[config.mk]
export PLATFORM = sky130hd
export DESIGN_NAME = amr_adc_mux_ctrl
export DESIGN_NICKNAME = d
export VERILOG_FILES = /design/src/amr_pkg.sv /design/src/amr_fmt_if.sv /design/src/amr_result_fmt.sv /design/src/amr_adc_mux_ctrl.sv
export SDC_FILE = /design/constraint.sdc
export NUM_CORES = 1
export LEC_CHECK = 0
export BUFFER_PORTS_ARGS = -buffer_cell sky130_fd_sc_hd__buf_2
export CAP_MARGIN = 25
export CORE_UTILIZATION = 45
export DETAILED_ROUTE_END_ITERATION = 8
export PLACE_DENSITY = 0.67
export SYNTH_ARGS = -nofsm -noshare
export SYNTH_HDL_FRONTEND = slang
export SYNTH_HIERARCHICAL = 1
export SYNTH_SLANG_ARGS = --single-unit
[constraint.sdc]
create_clock -name sys_clk -period 4.53 [get_ports sys_clk]
set_input_delay 0.453 -clock sys_clk [delete_from_list [all_inputs] [get_ports sys_clk]]
set_output_delay 0.453 -clock sys_clk [all_outputs]
set_load 0.01 [all_outputs]
[src/amr_pkg.sv]
// Shared constants and types of the converter selection and result block.
// Assumes one system clock and a synchronous, active-high reset.
package amr_pkg;
  localparam int ADDR_W = 8;
  localparam int DATA_W = 8;
  localparam int CODE_W = 10;
  localparam int SAMPLE_W = 14;
  localparam int CHAN_W = 6;
  localparam int IRQ_W = 2;
  // Register offsets
  localparam logic [7:0] OFS_IRQ_STATUS = 8'h70;
  localparam logic [7:0] OFS_IRQ_CLEAR = 8'h71;
  localparam logic [7:0] OFS_IRQ_ENABLE = 8'h72;
  localparam logic [7:0] OFS_RES_LOW = 8'h78;
  localparam logic [7:0] OFS_RES_HIGH = 8'h79;
  localparam logic [7:0] OFS_CONV_CTRL = 8'h7A;
  localparam logic [7:0] OFS_STATUS_B = 8'h7B;
  localparam logic [7:0] OFS_INPUT_SELECT = 8'h7C;
  // Field positions
  localparam int REF_MSB = 7;
  localparam int REF_LSB = 6;
  localparam int LADJ_BIT = 5;
  localparam int MUX_MSB = 4;
  localparam int CHAN_MSB_BIT = 3;
  localparam int START_BIT = 6;
  localparam int DONE_BIT = 4;
  localparam int IRQ_DONE = 0;
  localparam int IRQ_CLIP = 1;
  // Reset values and masks
  localparam logic [7:0] SELECT_RST = 8'h00;
  localparam logic [7:0] STATUS_B_RST = 8'h00;
  localparam logic [7:0] STATUS_B_MASK = 8'h4F;
  localparam logic [1:0] IRQ_RST = 2'h0;
  localparam logic [9:0] RESULT_RST = 10'h000;
  // Result coding
  localparam int SE_SHIFT = 2;
  localparam int DIFF_SHIFT = 3;
  localparam logic [9:0] SE_MAX = 10'h3FF;
  localparam logic [9:0] DIFF_MAX = 10'h1FF;
  localparam logic [9:0] DIFF_MIN = 10'h200;
  // Single-ended channel codes
  localparam logic [1:0] SE_GROUP = 2'h0;
  localparam logic [4:0] SE_BANDGAP = 5'h1E;
  localparam logic [4:0] SE_GROUND = 5'h1F;
  typedef enum logic [1:0] {
    REF_EXT = 2'h0, REF_SUPPLY = 2'h1, REF_1V1 = 2'h2, REF_2V56 = 2'h3
  } amr_ref_t;
  typedef enum logic [1:0] {ST_IDLE = 2'h1, ST_CONV = 2'h2} amr_state_t;
endpackage : amr_pkg

[src/amr_fmt_if.sv]
// Bundle between the selection control and the result formatter.
// Assumes both ends run on the same system clock.
`timescale 1ns/100ps
interface amr_fmt_if;
  logic capture;
  logic differential;
  logic [amr_pkg::SAMPLE_W-1:0] sample;
  logic left_adjust;
  logic [amr_pkg::CODE_W-1:0] code;
  logic clip;
  logic [amr_pkg::DATA_W-1:0] low_byte;
  logic [amr_pkg::DATA_W-1:0] high_byte;
  modport ctrl (output capture, differential, sample, left_adjust,
                input code, clip, low_byte, high_byte);
  modport fmt (input capture, differential, sample, left_adjust,
               output code, clip, low_byte, high_byte);
endinterface : amr_fmt_if

[src/amr_result_fmt.sv]
// Scales, saturates, holds and aligns the 10-bit conversion result.
// Assumes the sample is stable in the capture cycle.
`timescale 1ns/100ps
module amr_result_fmt (
  // Clock and reset
  input wire logic sys_clk,
  input wire logic reset,
  // Formatter side of the bundle
  amr_fmt_if.fmt fmt
);
  typedef struct packed {
    logic [amr_pkg::CODE_W-1:0] code;
  } amr_fmt_state_t;

  amr_fmt_state_t state_ff;
  amr_fmt_state_t nxt_state;
  logic [amr_pkg::SAMPLE_W-amr_pkg::SE_SHIFT-1:0] se_q;
  logic [amr_pkg::SAMPLE_W-amr_pkg::DIFF_SHIFT-1:0] diff_q;
  logic [amr_pkg::CODE_W-1:0] new_code;
  logic new_clip;

  always_comb begin
    se_q = fmt.sample[amr_pkg::SAMPLE_W-1:amr_pkg::SE_SHIFT];
    diff_q = fmt.sample[amr_pkg::SAMPLE_W-1:amr_pkg::DIFF_SHIFT];
    new_clip = 1'b0;
    new_code = amr_pkg::RESULT_RST;
    if (fmt.differential) begin
      // Top two bits disagree: beyond the 10-bit signed range
      if (diff_q[10] != diff_q[9]) begin
        new_clip = 1'b1;
        new_code = diff_q[10] ? amr_pkg::DIFF_MIN : amr_pkg::DIFF_MAX;
      end else begin
        new_code = diff_q[9:0];
      end
    end else if (|se_q[11:10]) begin
      new_clip = 1'b1;
      new_code = amr_pkg::SE_MAX;
    end else begin
      new_code = se_q[9:0];
    end
    nxt_state = state_ff;
    if (fmt.capture) begin
      nxt_state.code = new_code;
    end
  end

  always_ff @(posedge sys_clk) begin
    if (reset) begin
      state_ff <= '{code: amr_pkg::RESULT_RST};
    end else begin
      state_ff <= nxt_state;
    end
  end

  assign fmt.code = state_ff.code;
  assign fmt.clip = new_clip;
  // Alignment follows the live bit, not the one at capture
  assign fmt.high_byte = fmt.left_adjust ? state_ff.code[9:2] : {6'h00, state_ff.code[9:8]};
  assign fmt.low_byte = fmt.left_adjust ? {state_ff.code[1:0], 6'h00} : state_ff.code[7:0];
endmodule : amr_result_fmt

[src/amr_adc_mux_ctrl.sv]
// Selection register, deferred channel and reference control, result
// readout and done interrupt of a 10-bit converter.
// Assumes the conversion core runs on sys_clk and pulses conv_done once.
//
// What this block does
// - Finished result lands in result bytes, flag set
// - Single-ended code is input times 1024 over reference
// - Single-ended codes span 0x000 to 0x3FF unsigned
// - Differential code is difference times 512 over reference
// - Differential two's complement, 0x200 to 0x1FF, saturating
// - Result MSB is the differential sign
// - Bits 7:6 pick the reference source
// - Channel and reference writes wait until conversion completes
// - Left-adjust bit 5 left-aligns the result
// - Left-adjust change alters result bytes at once
// - Bits 4:0 pick the channel and gain
// - Extra channel bit, also deferred while converting
//
// Chosen here: strobed register access.
`timescale 1ns/100ps
module amr_adc_mux_ctrl (
  // Clock and reset
  input wire logic sys_clk,
  input wire logic reset,
  // Register port
  input wire logic [amr_pkg::ADDR_W-1:0] reg_addr,
  input wire logic [amr_pkg::DATA_W-1:0] reg_wdata,
  input wire logic reg_write,
  input wire logic reg_read,
  output logic [amr_pkg::DATA_W-1:0] reg_rdata,
  // Conversion core
  output logic conv_start,
  output logic [1:0] conv_reference,
  output logic [amr_pkg::CHAN_W-1:0] conv_channel,
  output logic conv_differential,
  output logic conv_busy,
  input wire logic conv_done,
  input wire logic [amr_pkg::SAMPLE_W-1:0] conv_sample,
  // Interrupt
  output logic irq
);
  typedef struct packed {
    amr_pkg::amr_state_t phase;
    logic [7:0] input_select;
    logic [7:0] status_b;
    logic [1:0] act_ref;
    logic [amr_pkg::CHAN_W-1:0] act_chan;
    logic start;
    logic [amr_pkg::IRQ_W-1:0] irq_status;
    logic [amr_pkg::IRQ_W-1:0] irq_enable;
    logic [amr_pkg::DATA_W-1:0] rdata;
  } amr_ctrl_state_t;

  amr_ctrl_state_t state_ff;
  amr_ctrl_state_t nxt_state;
  amr_fmt_if fmt_bus ();

  logic [amr_pkg::CHAN_W-1:0] pending_chan;
  logic busy;
  logic finish;
  logic start_cmd;
  logic [amr_pkg::IRQ_W-1:0] irq_set;
  logic [amr_pkg::IRQ_W-1:0] irq_clr;

  // Differential when outside the plain input group and the two fixed sources
  function automatic logic chan_is_diff(input logic [amr_pkg::CHAN_W-1:0] chan);
    logic plain;
    plain = (chan[4:3] == amr_pkg::SE_GROUP) || (chan[4:0] == amr_pkg::SE_BANDGAP)
            || (chan[4:0] == amr_pkg::SE_GROUND);
    return !plain;
  endfunction : chan_is_diff

  assign busy = (state_ff.phase == amr_pkg::ST_CONV);
  assign finish = busy && conv_done;
  assign pending_chan = {state_ff.status_b[amr_pkg::CHAN_MSB_BIT],
                         state_ff.input_select[amr_pkg::MUX_MSB:0]};
  assign start_cmd = reg_write && (reg_addr == amr_pkg::OFS_CONV_CTRL)
                     && reg_wdata[amr_pkg::START_BIT];

  always_comb begin
    irq_set = '0;
    irq_set[amr_pkg::IRQ_DONE] = finish;
    irq_set[amr_pkg::IRQ_CLIP] = finish && fmt_bus.clip;
    irq_clr = '0;
    if (reg_write && (reg_addr == amr_pkg::OFS_IRQ_CLEAR)) begin
      irq_clr = reg_wdata[amr_pkg::IRQ_W-1:0];
    end
  end

  always_comb begin
    nxt_state = state_ff;
    nxt_state.start = 1'b0;
    // Register writes; channel and reference take effect only through act_* below
    if (reg_write && (reg_addr == amr_pkg::OFS_INPUT_SELECT)) begin
      nxt_state.input_select = reg_wdata;
    end
    if (reg_write && (reg_addr == amr_pkg::OFS_STATUS_B)) begin
      nxt_state.status_b = reg_wdata & amr_pkg::STATUS_B_MASK;
    end
    if (reg_write && (reg_addr == amr_pkg::OFS_IRQ_ENABLE)) begin
      nxt_state.irq_enable = reg_wdata[amr_pkg::IRQ_W-1:0];
    end
    // Set wins over a clear in the same cycle
    nxt_state.irq_status = (state_ff.irq_status & ~irq_clr) | irq_set;
    unique case (state_ff.phase)
      amr_pkg::ST_IDLE: begin
        // Only an idle converter picks up a new selection
        nxt_state.act_ref = state_ff.input_select[amr_pkg::REF_MSB:amr_pkg::REF_LSB];
        nxt_state.act_chan = pending_chan;
        if (start_cmd) begin
          nxt_state.phase = amr_pkg::ST_CONV;
          nxt_state.start = 1'b1;
        end
      end
      amr_pkg::ST_CONV: begin
        // Old setting is held; a start request here is dropped
        if (conv_done) begin
          nxt_state.phase = amr_pkg::ST_IDLE;
        end
      end
      default: begin
        nxt_state.phase = amr_pkg::ST_IDLE;
      end
    endcase
    // Read data stand only in the cycle after the strobe
    nxt_state.rdata = '0;
    if (reg_read) begin
      case (reg_addr)
        amr_pkg::OFS_INPUT_SELECT: nxt_state.rdata = state_ff.input_select;
        amr_pkg::OFS_STATUS_B: nxt_state.rdata = state_ff.status_b;
        amr_pkg::OFS_RES_LOW: nxt_state.rdata = fmt_bus.low_byte;
        amr_pkg::OFS_RES_HIGH: nxt_state.rdata = fmt_bus.high_byte;
        amr_pkg::OFS_IRQ_STATUS: nxt_state.rdata[amr_pkg::IRQ_W-1:0] = state_ff.irq_status;
        amr_pkg::OFS_IRQ_ENABLE: nxt_state.rdata[amr_pkg::IRQ_W-1:0] = state_ff.irq_enable;
        amr_pkg::OFS_CONV_CTRL: begin
          nxt_state.rdata[amr_pkg::START_BIT] = busy;
          nxt_state.rdata[amr_pkg::DONE_BIT] = state_ff.irq_status[amr_pkg::IRQ_DONE];
        end
        default: nxt_state.rdata = '0;
      endcase
    end
  end

  always_ff @(posedge sys_clk) begin
    if (reset) begin
      state_ff <= '{
        phase: amr_pkg::ST_IDLE,
        input_select: amr_pkg::SELECT_RST,
        status_b: amr_pkg::STATUS_B_RST,
        act_ref: amr_pkg::REF_EXT,
        act_chan: '0,
        start: 1'b0,
        irq_status: amr_pkg::IRQ_RST,
        irq_enable: amr_pkg::IRQ_RST,
        rdata: '0
      };
    end else begin
      state_ff <= nxt_state;
    end
  end

  // Formatter hookup
  assign fmt_bus.capture = finish;
  assign fmt_bus.differential = chan_is_diff(state_ff.act_chan);
  assign fmt_bus.sample = conv_sample;
  // Live bit, so a change re-aligns the bytes at once
  assign fmt_bus.left_adjust = state_ff.input_select[amr_pkg::LADJ_BIT];

  amr_result_fmt u_fmt (
    .sys_clk (sys_clk),
    .reset (reset),
    .fmt (fmt_bus.fmt)
  );

  // Outputs
  assign reg_rdata = state_ff.rdata;
  assign conv_start = state_ff.start;
  assign conv_reference = state_ff.act_ref;
  assign conv_channel = state_ff.act_chan;
  assign conv_differential = fmt_bus.differential;
  assign conv_busy = busy;
  assign irq = |(state_ff.irq_status & state_ff.irq_enable);
endmodule : amr_adc_mux_ctrl

==> impl_metrics.py <==
metrics = {
    "yosys": {
        "async_reset_ff_share_pct": 0,
        "synth_top_family_by_area": "simple AND/OR/NAND/NOR gates",
        "yosysTopAreaCellShare_pct": 38.0,
        "avgSynthCellArea_um2": 8.72,
        "synth-adder-area-share_pct": 1.55,
        "yosysUniqueCellTypes": 46,
        "yosys.area_share.simple_pct": 23.0,
        "ys_warn_count": 6,
        "synth.area.top_cells": "dfxtp_1 (38%), mux2i_1 (7.4%), buf_4 (5.0%)",
        "synth_common_cells": "dfxtp_1 (46), nor2_1 (30), nand2_1 (25)",
        "muxShareOfSynthArea_pct": 12.1,
        "synth_nets": 316,
        "synth.most_common_cell": "dfxtp_1",
        "synth_area_um2": 2420,
        "yosys.area.top_type": "dfxtp_1",
        "yosysSeqAreaShare_pct": 38.0,
        "ys.flop_type": "dfxtp_1",
        "ys_ff_latch": 46,
        "syn_inst": 278,
        "synth-compound-area-share_pct": 15.1,
        "synthXorXnorAreaFrac_pct": 0,
        "synth_edf_count": 0,
    },
    "drt": {
        "drt_iter0_markers": 123,
        "drc": 0,
        "wire_per_inst_um": 13.7,
        "vias": 2001,
        "routed_wl_mm": 5.16,
        "dr.pass1.iters": 4,
        "postRouteAntennaNets": 0,
        "viasPerCell": 5.31,
    },
    "finish": {
        "multi_input_area_um2": 1250,
        "fin_nets": 344,
        "fill_cells": 526,
        "syn_to_final_growth_pct": 10.7,
        "final-seq-area_um2": 921,
        "antenna_cells": 0,
        "drive_gt1_share_pct": 24.1,
    },
    "clock_network": {
        "htreeDepth": 2,
        "clk_pin_slew_ns": 0.09,
        "numCtsBuffers": 5,
        "clockBufferDepth": 2,
        "post_cts_resized": 0,
        "postCtsSetupBuffers": 0,
        "clock-sinks": 46,
        "tritoncts": "built",
        "postCtsHoldBufs": 0,
        "cts-root-buf": "clkbuf_8",
        "clock_latency_ns": 0.30,
    },
    "place": {
        "place_worst_setup_slack_ns": 2.38,
        "dp_hpwl_mm": 3.88,
        "portBuffers": 52,
        "gp_congestion": 0.888,
    },
    "sta": {
        "finalCritPeriodShare_pct": 44.6,
        "final_hold_viol_count": 0,
        "min_period_ns": 2.02,
        "clock.fmax_ghz": 0.495,
        "finalClockSkew_ns": 0.0113,
        "finalSetupViolations": 0,
        "rsz0062_at_grt": "no",
        "relSlewSlack_pct": 49.8,
        "tightest_slew_ns": 0.747,
        "finalHoldWorstSlack_ns": 0.379,
        "finalSetupTns_ns": 0,
        "drv_slew": 0,
        "setup_slack_ns": 2.51,
    },
    "die": {
        "row_count": 26,
        "start_util_pct": 47.2,
        "dieArea_um2": 5680,
        "core_area_um2": 5140,
        "dieWidth_um": 75.4,
        "die_h_um": 75.4,
        "io_pins": 55,
    },
    "setup_path": {
        "critPathTopFamily": "simple AND/OR/NAND/NOR gates",
        "critical_path.slowest_cell": "and2_1",
        "crit_path_max_fanout": 14,
        "critPathBufInv": 1,
        "worstPathArrival_ns": 2.17,
        "cp-end-kind": "flip-flop",
        "crit_path_start_kind": "flip-flop",
        "required_ns": 4.68,
        "crit_type": "flip-flop to flip-flop",
        "path_cells": "nor2b_1, and2_1, inv_1, a31oi_2, a311oi_1",
        "slowest_delay_ns": 0.53,
    },
    "min_path": {
        "hp-class": "input pin to flip-flop",
    },
    "global_routing": {
        "antenna_found_initial": 0,
        "overflow": 0,
        "first_global_vias": 1746,
        "grt_use_total_pct": 19.4,
        "grt_pass1_wl_mm": 8.22,
        "grt_max_degree": 41,
    },
    "pwr": {
        "p_leak_nw": 1.19,
        "ir_worst_vdd_mv": 0.245,
        "p_per_area_nw_per_um2": 283,
    },
    "status": {
        "status": "complete, no violations",
    },
    "flow_run": {
        "cap_violations": 0,
    },
}
-- power by group --
group	switching [W]	leakage (nW)	total, W	internal, W
Clock	0.000139	0.0585	0.000304	0.000165
Sequential	0.000000193	0.370	0.000404	0.000404
Combinational	0.0000290	0.761	0.0000494	0.0000204
-- final timing paths --
kind / depth (start not counted) / slack (ns) / end / from
max: 5 / 2.51 / u_fmt/fmt.code[8] / state_ff[38]
min: 3 / 0.38 / pending_chan[4] / reg_wdata[4]
max reg2reg: 5 / 2.51 / u_fmt/fmt.code[8] / state_ff[38]
min reg2reg: 2 / 0.46 / conv_reference[0] / conv_reference[0]
-- stage by stage --
step | utilization [%] | power (W) | cells | area [um^2]
floorplan | - | 0.000440 | 278 | 2420
finish | 52.2 | 0.000758 | 377 | 2680
global route | 52.2 | 0.000787 | 377 | 2680
CTS | 52.2 | 0.000763 | 377 | 2680
global placement | 50.0 | 0.000463 | 369 | 2570
detailed placement | 50.0 | 0.000463 | 369 | 2570
-- tightest hold or removal path: cells and delay by family --
| family | cells | cell delay (ns) |
|---|---|---|
| buf+inv | 1 | 0.07 |
| mux | 1 | 0.05 |
| simple gates | 1 | 0.07 |
-- state kept, by name (all words and copies together) (netlist names) --
name,cells
conv_channel,6
conv_reference,2
conv_start,1
fmt_bus.left_adjust,1
pending_chan,6
reg_rdata,8
state_ff,12
u_fmt/fmt.code,10
-- layout by cell type (no fill, tap or decap), types with 4 or more instances in the layout --
master	count
a211oi_1	9
a21oi_1	17
a22oi_1	14
and2_1	7
buf_2	52
clkbuf_8	5
dfxtp_1	46
inv_1	8
mux2_2	10
mux2i_1	18
nand2_1	25
nand2b_1	12
nand4_1	4
nor2_1	30
nor2b_1	9
nor3_1	4
-- final cells by class --
type	count	area share (%)
clock inverters	3	1.63
multi-input cells	192	46.7
inverters	9	1.77
flip-flops and latches	46	34.3
repair buffers	52	9.70
clock buffers	5	2.57
well taps	70	3.26
-- logic make-up (layout without fill, tap and decap cells) --
kind of cell / Yosys count / after routing
compound gates: 53 / 53
buf+inv: 40 / 69
simple gates: 108 / 108
flops: 46 / 46
fa+ha+maj: 3 / 3
mux: 28 / 28
-- routing by layer --
| metal | vias to the layer above | global-route usage (%) | wire [um] |
|---|---|---|---|
| met1 | 936 | 27.5 | 2460 |
| met4 | 0 | 5.56 | 59 |
| met5 | - | 0 | 0 |
| li1 | 1017 | - | - |
| met3 | 7 | 3.57 | 207 |
| met2 | 41 | 30.1 | 2440 |
Note: power is estimated with default switching activity, not from simulation.
